### src/lesync_consts.vh
// Constants for the lane error and sync status block
`ifndef LESYNC_CONSTS_VH
`define LESYNC_CONSTS_VH

// ==========================================================
// Register offsets
`define LESYNC_ADDR_W 12
`define LESYNC_OFF_PAGE 12'h0300
`define LESYNC_OFF_NIT 12'h046E
`define LESYNC_OFF_UEK 12'h046F
`define LESYNC_OFF_CGS 12'h0470
`define LESYNC_OFF_THR 12'h0478
`define LESYNC_OFF_CLR 12'h0479
`define LESYNC_OFF_IST 12'h047A
`define LESYNC_OFF_IMSK 12'h047B

// ==========================================================
// Reset values and fields
`define LESYNC_RST_THR 8'hFF
`define LESYNC_RST_FLAGS 8'h00
`define LESYNC_RST_IRQ 3'h0
`define LESYNC_IRQ_W 3
`define LESYNC_IRQ_NIT 0
`define LESYNC_IRQ_UEK 1
`define LESYNC_IRQ_LOSS 2
`define LESYNC_CLR_BIT 0

`endif

### src/lesync_top.v
// Paged per-lane error and code group sync status block
// Summary of operation
// - Each lane has a read-only invalid-code flag that is 1 when its error count is at or above the 8-bit threshold.
// - Each lane has a read-only unexpected control-character flag that is 1 when its count is at or above the threshold.
// - Each lane reports code group sync as one read-only bit, 1 for achieved and 0 for lost.
// - All per-lane status reads return the values of the link chosen by the link page register.
// - In every 8-bit status register the flag of lane n sits at bit n.
//
// Strobed register access is this design's own decision.
`include "lesync_consts.vh"
`timescale 1ns/1ns
`default_nettype none

module lesync_top #(
  parameter NUM_LINKS = 2,
  parameter PAGE_W = 1,
  parameter LANES = 8,
  parameter CNT_W = 8
) (
  input wire clk_i,
  input wire nrst_i,
  input wire [`LESYNC_ADDR_W-1:0] addr_i,
  input wire [7:0] wdata_i,
  input wire wr_i,
  input wire rd_i,
  output reg [7:0] rdata_o,
  input wire [NUM_LINKS*LANES-1:0] nit_err_i,
  input wire [NUM_LINKS*LANES-1:0] kchar_err_i,
  input wire [NUM_LINKS*LANES-1:0] code_lock_i,
  output wire irq_o
);

  // ==========================================================
  // Page selection helper
  function [LANES-1:0] pick_link;
    input [NUM_LINKS*LANES-1:0] v;
    input [PAGE_W-1:0] p;
    integer k;
    begin
      pick_link = {LANES{1'b0}};
      for (k = 0; k < NUM_LINKS; k = k + 1) begin
        if (p == k[PAGE_W-1:0]) begin
          pick_link = v[k*LANES +: LANES];
        end
      end
    end
  endfunction

  // ==========================================================
  // Software registers
  reg [PAGE_W-1:0] page_r;
  reg [CNT_W-1:0] thr_r;
  reg [`LESYNC_IRQ_W-1:0] ist_r;
  reg [`LESYNC_IRQ_W-1:0] ist_nxt;
  reg [`LESYNC_IRQ_W-1:0] imsk_r;
  reg [NUM_LINKS*LANES-1:0] lock_r;
  reg [NUM_LINKS*LANES-1:0] nit_prev_r;
  reg [NUM_LINKS*LANES-1:0] uek_prev_r;
  wire [NUM_LINKS*LANES-1:0] nit_flags;
  wire [NUM_LINKS*LANES-1:0] uek_flags;
  wire clr_cnt;
  wire [`LESYNC_IRQ_W-1:0] ev;

  assign clr_cnt = wr_i && (addr_i == `LESYNC_OFF_CLR) && wdata_i[`LESYNC_CLR_BIT];

  always @(posedge clk_i) begin
    if (!nrst_i) begin
      page_r <= {PAGE_W{1'b0}};
      thr_r <= `LESYNC_RST_THR;
      imsk_r <= `LESYNC_RST_IRQ;
    end else if (wr_i) begin
      case (addr_i)
        `LESYNC_OFF_PAGE: begin
          page_r <= wdata_i[PAGE_W-1:0];
        end
        `LESYNC_OFF_THR: begin
          thr_r <= wdata_i[CNT_W-1:0];
        end
        `LESYNC_OFF_IMSK: begin
          imsk_r <= wdata_i[`LESYNC_IRQ_W-1:0];
        end
        default: begin
        end
      endcase
    end
  end

  // ==========================================================
  // Counters, one bank per link and error kind
  genvar l;
  generate
    for (l = 0; l < NUM_LINKS; l = l + 1) begin : g_link
      lesync_lane_cnt #(.LANES(LANES), .CNT_W(CNT_W)) u_nit (
        .clk_i(clk_i),
        .nrst_i(nrst_i),
        .clr_i(clr_cnt),
        .err_i(nit_err_i[l*LANES +: LANES]),
        .thr_i(thr_r),
        .flag_o(nit_flags[l*LANES +: LANES])
      );
      lesync_lane_cnt #(.LANES(LANES), .CNT_W(CNT_W)) u_uek (
        .clk_i(clk_i),
        .nrst_i(nrst_i),
        .clr_i(clr_cnt),
        .err_i(kchar_err_i[l*LANES +: LANES]),
        .thr_i(thr_r),
        .flag_o(uek_flags[l*LANES +: LANES])
      );
    end
  endgenerate

  // ==========================================================
  // Lock status and event detection
  // Lock is registered so a read never sees a half-updated lane set
  always @(posedge clk_i) begin
    if (!nrst_i) begin
      lock_r <= {(NUM_LINKS*LANES){1'b0}};
      nit_prev_r <= {(NUM_LINKS*LANES){1'b0}};
      uek_prev_r <= {(NUM_LINKS*LANES){1'b0}};
    end else begin
      lock_r <= code_lock_i;
      nit_prev_r <= nit_flags;
      uek_prev_r <= uek_flags;
    end
  end

  assign ev[`LESYNC_IRQ_NIT] = |(nit_flags & ~nit_prev_r);
  assign ev[`LESYNC_IRQ_UEK] = |(uek_flags & ~uek_prev_r);
  assign ev[`LESYNC_IRQ_LOSS] = |(lock_r & ~code_lock_i);

  // Set beats a same-cycle write-one clear
  always @* begin
    ist_nxt = ist_r;
    if (wr_i && (addr_i == `LESYNC_OFF_IST)) begin
      ist_nxt = ist_nxt & ~wdata_i[`LESYNC_IRQ_W-1:0];
    end
    ist_nxt = ist_nxt | ev;
  end

  always @(posedge clk_i) begin
    if (!nrst_i) begin
      ist_r <= `LESYNC_RST_IRQ;
    end else begin
      ist_r <= ist_nxt;
    end
  end

  assign irq_o = |(ist_r & imsk_r);

  // ==========================================================
  // Read port, data valid only in the cycle after the strobe
  always @(posedge clk_i) begin
    if (!nrst_i) begin
      rdata_o <= `LESYNC_RST_FLAGS;
    end else if (rd_i) begin
      case (addr_i)
        `LESYNC_OFF_NIT: begin
          rdata_o <= pick_link(nit_flags, page_r);
        end
        `LESYNC_OFF_UEK: begin
          rdata_o <= pick_link(uek_flags, page_r);
        end
        `LESYNC_OFF_CGS: begin
          rdata_o <= pick_link(lock_r, page_r);
        end
        `LESYNC_OFF_PAGE: begin
          rdata_o <= {{(8-PAGE_W){1'b0}}, page_r};
        end
        `LESYNC_OFF_THR: begin
          rdata_o <= thr_r;
        end
        `LESYNC_OFF_IST: begin
          rdata_o <= {{(8-`LESYNC_IRQ_W){1'b0}}, ist_r};
        end
        `LESYNC_OFF_IMSK: begin
          rdata_o <= {{(8-`LESYNC_IRQ_W){1'b0}}, imsk_r};
        end
        default: begin
          rdata_o <= `LESYNC_RST_FLAGS;
        end
      endcase
    end else begin
      rdata_o <= `LESYNC_RST_FLAGS;
    end
  end

endmodule // lesync_top

`default_nettype wire

### src/lesync_lane_cnt.v
// Saturating per-lane error counters with threshold compare
`timescale 1ns/1ns
`default_nettype none

module lesync_lane_cnt #(
  parameter LANES = 8,
  parameter CNT_W = 8
) (
  input wire clk_i,
  input wire nrst_i,
  input wire clr_i,
  input wire [LANES-1:0] err_i,
  input wire [CNT_W-1:0] thr_i,
  output wire [LANES-1:0] flag_o
);

  genvar g;

  generate
    for (g = 0; g < LANES; g = g + 1) begin : g_lane
      // One counter per lane, so each register has a single driving process
      reg [CNT_W-1:0] cnt_r;
      wire [CNT_W-1:0] cur;
      wire sat;
      assign cur = cnt_r;
      assign sat = &cur;
      // Error in the clear cycle is kept as the first count
      always @(posedge clk_i) begin
        if (!nrst_i) begin
          cnt_r <= {CNT_W{1'b0}};
        end else if (clr_i) begin
          cnt_r <= {{(CNT_W-1){1'b0}}, err_i[g]};
        end else if (err_i[g] && !sat) begin
          cnt_r <= cur + {{(CNT_W-1){1'b0}}, 1'b1};
        end
      end
      // Lane n result sits on bit n
      assign flag_o[g] = (cur >= thr_i);
    end
  endgenerate

endmodule // lesync_lane_cnt

`default_nettype wire

### config.mk
export PLATFORM = sky130hd
export DESIGN_NAME = lesync_top
export DESIGN_NICKNAME = d
export VERILOG_FILES = /design/src/lesync_top.v /design/src/lesync_lane_cnt.v
export VERILOG_INCLUDE_DIRS = /design/src /design/src/src
export SDC_FILE = /design/constraint.sdc
export NUM_CORES = 1
export LEC_CHECK = 0
export BUFFER_PORTS_ARGS = -buffer_cell sky130_fd_sc_hd__buf_2
export CORE_UTILIZATION = 64
export CTS_CLUSTER_DIAMETER = 30
export DETAILED_ROUTE_END_ITERATION = 16
export GPL_ROUTABILITY_DRIVEN = 0
export GPL_TIMING_DRIVEN = 0
export PLACE_DENSITY = 0.86
export SYNTH_ARGS = -nofsm -noshare
export SYNTH_HDL_FRONTEND = slang
export SYNTH_HIERARCHICAL = 1
export SYNTH_SLANG_ARGS = --single-unit
### constraint.sdc
create_clock -name clk_i -period 3.8 [get_ports clk_i]
set_input_delay 0.19 -clock clk_i [delete_from_list [all_inputs] [get_ports clk_i]]
set_output_delay 0.19 -clock clk_i [all_outputs]
set_load 0.05 [all_outputs]
# Yosys cells after proc, flatten, opt, wreduce, memory -nomap -nowiden
# Index checks and enable logic that the tools add are counted.
[op_classes]
mux = 69
add_sub_neg = 32
n_reduce_logical = 140
n_bitwise = 11
order_cmp = 32
n_eq_ne = 8
[op_table]
columns = ["operator", "count"]
rows = [
  ["$add 8x1->8 const B", 32],
  ["$ge 8x8->1", 32],
  ["$reduce_and 8->1", 32],
  ["$eq 12x11->1 const B", 7],
  ["$mux 1", 64],
  ["$reduce_bool 2->1", 32],
  ["$pmux 8 s7", 1],
  ["$and 16x16->16", 3],
  ["$not 16->16", 3],
  ["$reduce_or 16->1", 3],
  ["$logic_and 1x1->1", 35],
  ["$logic_not 1->1", 32],
  ["$mux 8", 3],
  ["$eq 12x10->1 const B", 1],
  ["$reduce_and 2->1", 4],
  ["$and 3x3->3", 2],
  ["$mux 3", 1],
  ["$not 3->3", 1],
  ["$or 3x3->3", 1],
  ["$reduce_or 3->1", 1],
  ["$reduce_or 2->1", 1],
  ["$not 1->1", 1],
]
[totals]
out_inout_bits = 9
regBits = 327
elab_cells = 364
in_bits = 72

# Depth between registers and ports, before layout
# Gate-level depths: netlist (run 1).
[logic_depth]
ltp_word = 5
mapped_depth = 10
ltp_nobuf = 10

# Cells and area by module
# The synthesis (run 1) kept the hierarchy.
[modules_own_cells]
columns = ["module", "n_inst", "seq_area_each_um2", "area_each_um2", "cells_each"]
rows = [
  ["lesync_lane_cnt at g_link[0].u_nit ...", 3, 1281.2, 4812.1, 563],
  ["lesync_lane_cnt at g_link[1].u_uek", 1, 1281.2, 4473.0, 542],
  ["lesync_top", 1, 1421.4, 3156.8, 321],
]

# Least setup slack after synthesis (run 1)
# Ideal clock, no wire load.
[synth_timing]
path_type = "flip-flop to flip-flop"
from = "register thr_r[0]"
to = "register ist_r[0]"
setup_slack_ns = 1.018
path_buffers = 0
stages_incl_launch_ff = 9
required_ns = 3.685
period_less_slack_ns = 2.782
arrival_ns = 2.668
setup_time_ns = 0.115
cell_sequence = "dfxtp_1 > ha_1 > nor3b_1 > o21ai_0 > a221o_1 > nor2b_1 > a2111oi_0 > nand4_1 > o21a_1"
[synth_between]
elab_chain_len = 4
word_cells_on_any_way = 19
cone_classes = "16 x order compare; 2 x bitwise; 1 x reduce/logical"
[synth_rtl]
columns = ["item", "line_no", "text"]
rows = [
  ["start: declaration", "lesync_top.v:52", "reg [CNT_W-1:0] thr_r;"],
  ["start signal: assignment", "lesync_top.v:69", "thr_r <= `LESYNC_RST_THR;"],
  ["start signal: assignment", "lesync_top.v:77", "thr_r <= wdata_i[CNT_W-1:0];"],
  ["$ge 8x8->1", "lesync_lane_cnt.v:38", "assign flag_o[g] = (cur >= thr_i);"],
  ["named net nit_flags[0]", "lesync_top.v:59", "wire [NUM_LINKS*LANES-1:0] nit_flags;"],
  ["$and 16x16->16", "lesync_top.v:127", "assign ev[`LESYNC_IRQ_NIT] = |(nit_flags & ~nit_prev_r);"],
  ["$reduce_or 16->1", "lesync_top.v:127", ""],
  ["$or 3x3->3", "lesync_top.v:137", "ist_nxt = ist_nxt | ev;"],
  ["end signal: assignment", "lesync_top.v:142", "ist_r <= `LESYNC_RST_IRQ;"],
  ["end signal: assignment", "lesync_top.v:144", "ist_r <= ist_nxt;"],
  ["end: declaration", "lesync_top.v:53", "reg [`LESYNC_IRQ_W-1:0] ist_r;"],
]
# The timed path passes the listed nets, and every way through them passes these cells.
# A chain may end at the register's enable or synchronous reset.

# Final worst setup path (run 1)
[layout_timing]
from = "input addr_i[9]"
to = "register g_link[1].u_uek.g_lane[2].cnt_r[7]"
[layout_between]
elab_chain_len = 4
[layout_rtl]
columns = ["item", "line_no", "text"]
rows = [
  ["start: declaration", "lesync_top.v:22", "input wire [`LESYNC_ADDR_W-1:0] addr_i,"],
  ["$eq 12x11->1 (no line)", "n/a", ""],
  ["$logic_and 1x1->1 (2 in a row)", "lesync_top.v:64", "assign clr_cnt = wr_i && (addr_i == `LESYNC_OFF_CLR) && wdata_i[`LESYNC_CLR_BIT];"],
  ["named net clr_cnt", "lesync_top.v:61", "wire clr_cnt;"],
  ["$reduce_or 2->1 (no line)", "n/a", ""],
  ["end signal: assignment", "lesync_lane_cnt.v:30", "cnt_r <= {CNT_W{1'b0}};"],
  ["end signal: assignment", "lesync_lane_cnt.v:32", "cnt_r <= {{(CNT_W-1){1'b0}}, err_i[g]};"],
  ["end signal: assignment", "lesync_lane_cnt.v:34", "cnt_r <= cur + {{(CNT_W-1){1'b0}}, 1'b1};"],
  ["end: declaration", "lesync_lane_cnt.v:22", "reg [CNT_W-1:0] cnt_r;"],
]
# The timed path passes the listed nets, and every way through them passes these cells.

==> flow_summary.ini, run 1 <==
[floorplanning]
die_x_um = 188
coreArea_um2 = 33700
rows = 67
dieArea_um2 = 35200
ios = 81
die_height_um = 188
start_util = 0.655

[sta]
final_max_slew_viol_count = 5
setup_viol = 0
min_period_ns = 3.37
hold_viol_final = 0
holdWs_ns = 0.0154
maxSlewHeadroom = -0.0107
grt_setup_unrepaired = no
finalWorstSetupSlack_ns = 0.433
finalClockSkew_ns = 0.0244
min_period_over_period = 0.886
fmax_mhz = 297
tightest_slew_ns = 1.50

[yosys]
syn_nets = 2912
yosysSeqAreaShare = 0.297
ys_async_sr_fraction = 0
synth_edf_count = 0
yosysWarnings = 6
ys.flop_type = dfxtp_1
syn_area_um2 = 22100
avgSynthCellArea_um2 = 8.65
yosysUniqueCellTypes = 72
ys_ff_latch = 327
syn_inst = 2552

[placement]
placedInstanceArea_um2 = 23000
port_buffers = 73
dp_hpwl_um = 44200
preCtsSetupSlack_ns = -0.327

[setup_path]
timing.critical_path.required_ns = 4.24
path_buf_inv = 5
critPathTopFamily = simple AND/OR/NAND/NOR gates
cpMaxStageDelayCell = and4b_2
slowest_delay_ns = 0.75
crit_type = input port to register
crit_path_end_kind = register
start_kind = input port
path_cells = buf_2 -> or4b_4 -> nor4_2 -> buf_2 -> and4b_2 -> nand2b_1 -> clkbuf_1 -> buf_2 -> buf_2 -> nor2_1
cp_max_fo = 22
crit_arrival_ns = 3.80
worst_path_most_repeated_cell = buf_2

[cts]
cts_tree = yes
cts_buffer_depth = 3
clkTransAtPathRegs_ns = 0.04
numClockSinks = 327
cts_root_buf = clkbuf_16
clock_latency_ns = 0.58
htreeDepth = 3
cts_made_buffers = 81

[drt]
dr.pass1.iters = 7
top_layer = met4
routed_wl_um = 68300
wl_met3_um = 6100
wl_per_cell_um = 20.8
dr.first_iter.drc_count = 1930
wl_met2_um = 32100
wl_met1_um = 25700
drc_errors = 0
vias_per_cell = 6.75
vias = 22100
ant_nets = 0

[pwr]
pwr-share-clk = 0.644
power_frac_seq = 0.307
p_leak_nw = 11.9
vdd_drop_max_v = 0.000427
switching_power_mw = 2.67
p_per_area_nw_per_um2 = 443
combPwrFrac = 0.049
finalPower_mw = 11.7
netSwitchingFraction = 0.228
p_int_mw = 9.06

[global_route]
antenna_found_initial = 6
grt_max_degree = 23
first_global_vias = 21700
grt_usage = 0.380
grt_pass1_wl_um = 109000
gr-total-overflow = 0

[finish]
postLayoutCellArea_um2 = 26500
drive_gt1_frac = 0.108
multi_input_area_um2 = 14500
post-route-util = 0.787
nFillCells = 2145
area_delta_synth_final_pct = 20.1
nets = 3117
regArea_um2 = 6550

[flow_run]
drv_cap = 1

[worst_hold_path]
min_path_type = input port to register

[outcome]
violations = capacitance limit, slew limit
status = finished with violations
cell type report:
type,count,share of cell area
Antenna cell,7,0.000661
Tap cell,448,0.0211
Clock buffer,94,0.0834
Multi-Input combinational cell,1991,0.548
Inverter,134,0.0190
Buffer,100,0.0187
Timing Repair Buffer,122,0.0327
Sequential cell,327,0.247
Clock inverter,56,0.0297
cell usage in the layout, fill, tap and decap left out, drive strengths merged, types with 83 or more instances in the layout:
cell	Yosys	routed
nand4	94	94
clkbuf	53	147
a21oi	120	120
buf	47	121
inv	134	142
mux2i	83	83
nand2	198	198
o21ai	121	121
nand3	107	107
ha	288	288
nor2	138	138
dfxtp	327	327
power by group through the flow:
| stage | combinational (mW) | sequential [mW] | clock [mW] |
|---|---|---|---|
| 2_1_floorplan | 0.321 | 3.63 | 0 |
| 3_3_place_gp | 0.476 | 3.65 | 0 |
| 3_5_place_dp | 0.510 | 3.66 | 0 |
| 4_1_cts | 0.561 | 3.60 | 7.58 |
| 5_1_grt | 0.633 | 3.61 | 7.80 |
| 6_report | 0.580 | 3.60 | 7.55 |
layer usage:
layer / vias to the layer above / global-route usage
li1: 10100 / -
met1: 10400 / 0.429
met2: 1212 / 0.634
met3: 344 / 0.0855
met4: 0 / 0.265
met5: - / 0.00687
worst reg2reg max path: stages (launching register included):
cell	delay (ns)
dfxtp_1	0.53
inv_1	0.32
ha_1	0.41
a21o_1	0.19
a21o_1	0.17
a221o_1	0.40
nor2b_1	0.16
a2111oi_0	0.50
nand4_1	0.22
o21a_1	0.23
metrics by stage:
stage,setup TNS (ns),instances
finish,0,3279
global route,0,3276
CTS,0,3272
detailed placement,-9.34,3074
global placement,-7.93,3073
floorplan,0,2552
Yosys cell counts, types with 15 or more instances:
library cell  count  area, µm²
a211o_1          18        158
a211oi_1         71        533
a21o_1           48        360
a21oi_1         120        601
a221o_1          29        290
a31oi_1          42        263
and2_1           59        369
and3_1           45        282
and4_1           44        385
buf_2            42        210
clkbuf_1         47        176
dfxtp_1         327       6550
ha_1            288       3600
inv_1           134        503
mux2i_1          83        831
nand2_1         197        739
nand2b_1         51        319
nand3_1         106        531
nand4_1          91        569
nand4b_1         24        210
nor2_1          138        518
nor2b_1          49        307
nor3_1           63        315
nor3b_1          43        323
o2111ai_1        15        131
o211ai_1         19        143
o21ai_0         112        561
o311ai_0         15        131
o41ai_1          19        166
or3_1            19        119
path summary, 6_finish.rpt:
check / startpoint / cells after the start / slack (ns) / to
setup reg to reg: thr_r[5] / 9 / 0.56 / ist_r[0]
hold reg to reg: g_link[0].u_nit/g_lane[7].cnt_r[7] / 2 / 0.49 / g_link[0].u_nit/g_lane[7].cnt_r[7]
setup / recovery: addr_i[9] / 10 / 0.43 / g_link[1].u_uek/g_lane[2].cnt_r[7]
hold / removal: kchar_err_i[7] / 3 / 0.02 / g_link[0].u_uek/g_lane[7].cnt_r[2]
state kept, by name (all words and copies together) (netlist names):
name,cells
g_link.u_uek/g_lane.cnt_r,128
g_link.u_nit/g_lane.cnt_r,128
page_r,1
thr_r,8
lock_r,16
nit_prev_r,16
ist_r,3
imsk_r,3
rdata_o,8
uek_prev_r,16
logic make-up (layout without fill, tap and decap cells):
logic type / Yosys count / in the layout / synth area share
AOI/OAI and AO/OA: 603 / 603 / 0.191
xor gates and xnor gates: 19 / 19 / 0.00754
adders and majority gates: 288 / 288 / 0.163
buffers and inverters: 234 / 506 / 0.0452
DFF: 327 / 327 / 0.297
muxes: 95 / 95 / 0.0479
other: 0 / 7 / 0
and+or+nand+nor: 986 / 986 / 0.249
what timing repair did:
action,in CTS,in global routing
hold buffers,48,0
endpoints found under the setup margin,0,10
gates resized for setup,0,1
endpoints found under the hold margin,60,0
buffers inserted,0,0
Power figures use the tool's default switching activity.
==> inputs of run 2 (changes only) <==
==> constraint.sdc (replaced) <==
create_clock -name clk_i -period 3.8 [get_ports clk_i]
set_input_delay 0.76 -clock clk_i [delete_from_list [all_inputs] [get_ports clk_i]]
set_output_delay 0.76 -clock clk_i [all_outputs]
set_load 0.05 [all_outputs]
==> flow_summary.ini, run 2 (synthesis results as in run 1) <==
[sta]
finalWorstSetupSlack_ns = 0.176
grt_setup_unrepaired = no
setup_viol = 0
tightest_slew_ns = 1.41
finalClockSkew_ns = 0.0234
fmax_mhz = 276
min_period_over_period = 0.954
min_period_ns = 3.62
hold_viol_final = 0
maxSlewHeadroom = 0.0540
final_max_slew_viol_count = 0

[finish]
post-route-util = 0.773
area_delta_synth_final_pct = 18.0
nets = 3070
drive_gt1_frac = 0.110
reg_top3 = g_link.u_nit/g_lane.cnt_r (128), g_link.u_uek/g_lane.cnt_r (128)
layout_commonest_cell = dfxtp_1
regArea_um2 = 6550
multi_input_area_um2 = 14500
final_cell_mix = 326 x dfxtp_1, 288 x ha_1, 197 x nand2_1
nFillCells = 2223

[outcome]
status = finished clean

[floorplanning]
die_x_um = 188
start_util = 0.655
dieArea_um2 = 35200
coreArea_um2 = 33700
die_height_um = 188
ios = 81
rows = 67

[cts]
numClockSinks = 327
cts_hold_buf = 0
cts_tree = yes
cts_made_buffers = 81
htreeDepth = 3
cts_root_buf = clkbuf_16
post_cts.repair.setup_buffers = 0
clock_latency_ns = 0.58
cts_buffer_depth = 3
clkTransAtPathRegs_ns = 0.05

[global_route]
antenna_found_initial = 9
grt_usage = 0.371
grtUsageMet3 = 0.0919
first_global_vias = 21400
grt_pass1_wl_um = 107000
gr-total-overflow = 0
use_met1 = 0.415
grt_max_degree = 23
use_met2 = 0.626
top_usage_layer = met2

[placement]
dp_hpwl_um = 44200
preCtsSetupSlack_ns = -0.897
port_buffers = 73

[setup_path]
timing.critical_path.required_ns = 4.24
crit_arrival_ns = 4.06
r2r_cells = 10
start_kind = input port
cp_max_fo = 11
crit_path_end_kind = register
crit_type = input port to register

[drt]
ant_nets = 0
dr.first_iter.drc_count = 2044
routed_wl_um = 67000
drc_errors = 0
vias = 21800
vias_per_cell = 6.74
dr.pass1.iters = 6
wl_per_cell_um = 20.7

[worst_hold_path]
min_path_type = input port to register
hold_depth = 2

[pwr]
p_per_area_nw_per_um2 = 448
vdd_drop_max_v = 0.000422
p_leak_nw = 11.7

[flow_run]
drv_cap = 0
## run 2: critical path, cell delays in order
cell and delay, ns:
buf_2 0.11, or4b_4 0.61, nor4_2 0.39, buf_2 0.31, and4b_4 0.47, nand2b_1 0.17, clkbuf_1 0.40, buf_2 0.39
buf_2 0.35, nor2_1 0.09
## run 2: what timing repair did
action                                  in CTS  in global routing
gates resized for setup                      2                  0
cloned                                       0                  1
endpoints found under the setup margin      81                 10
pin swaps                                    0                  1
## run 2: path summary, 6_finish.rpt
path | start | to | slack, ns
setup / recovery | addr_i[9] | g_link[1].u_uek/g_lane[2].cnt_r[7] | 0.18
setup reg to reg | thr_r[0] | ist_r[1] | 0.58
hold / removal | code_lock_i[2] | lock_r[2] | 0.40
hold reg to reg | g_link[0].u_nit/g_lane[7].cnt_r[7] | g_link[0].u_nit/g_lane[7].cnt_r[7] | 0.49
## run 2: cell type report
| cell class | instances | area share |
|---|---|---|
| timing repair buffer | 74 | 0.0148 |
| buffer | 100 | 0.0190 |
| multi-input combinational | 1992 | 0.558 |
| tap | 448 | 0.0215 |
| antenna | 8 | 0.000769 |
| clock buffer | 94 | 0.0849 |
| inverter | 134 | 0.0193 |
| clock inverter | 56 | 0.0302 |
| sequential | 327 | 0.251 |
## run 2: report_power, final
| part | total (mW) | internal [mW] | switching [mW] |
|---|---|---|---|
| registers | 3.60 | 3.51 | 0.0915 |
| logic | 0.536 | 0.203 | 0.333 |
| clock network | 7.54 | 5.32 | 2.22 |
| total | 11.7 | 9.03 | 2.64 |
## run 2: per-layer routing
| layer | wire length [µm] | vias up |
|---|---|---|
| li1 | - | 10100 |
| met1 | 24900 | 10200 |
| met2 | 31500 | 1159 |
| met3 | 6410 | 326 |
| met4 | 4200 | 2 |
| met5 | 10 | - |
## run 2: per-stage QoR
stage	cells	total power [mW]	setup TNS [ns]	hold WS [ns]	instance area [µm²]
after global routing	3228	12.0	0	0.418	26000
after detailed placement	3074	4.17	-121.34	0.483	23000
after CTS	3224	11.7	0	0.399	26000
after global placement	3073	4.13	-109.21	0.472	23000
final	3233	11.7	0	0.404	26000
after floorplan	2552	3.95	0	0.455	22100
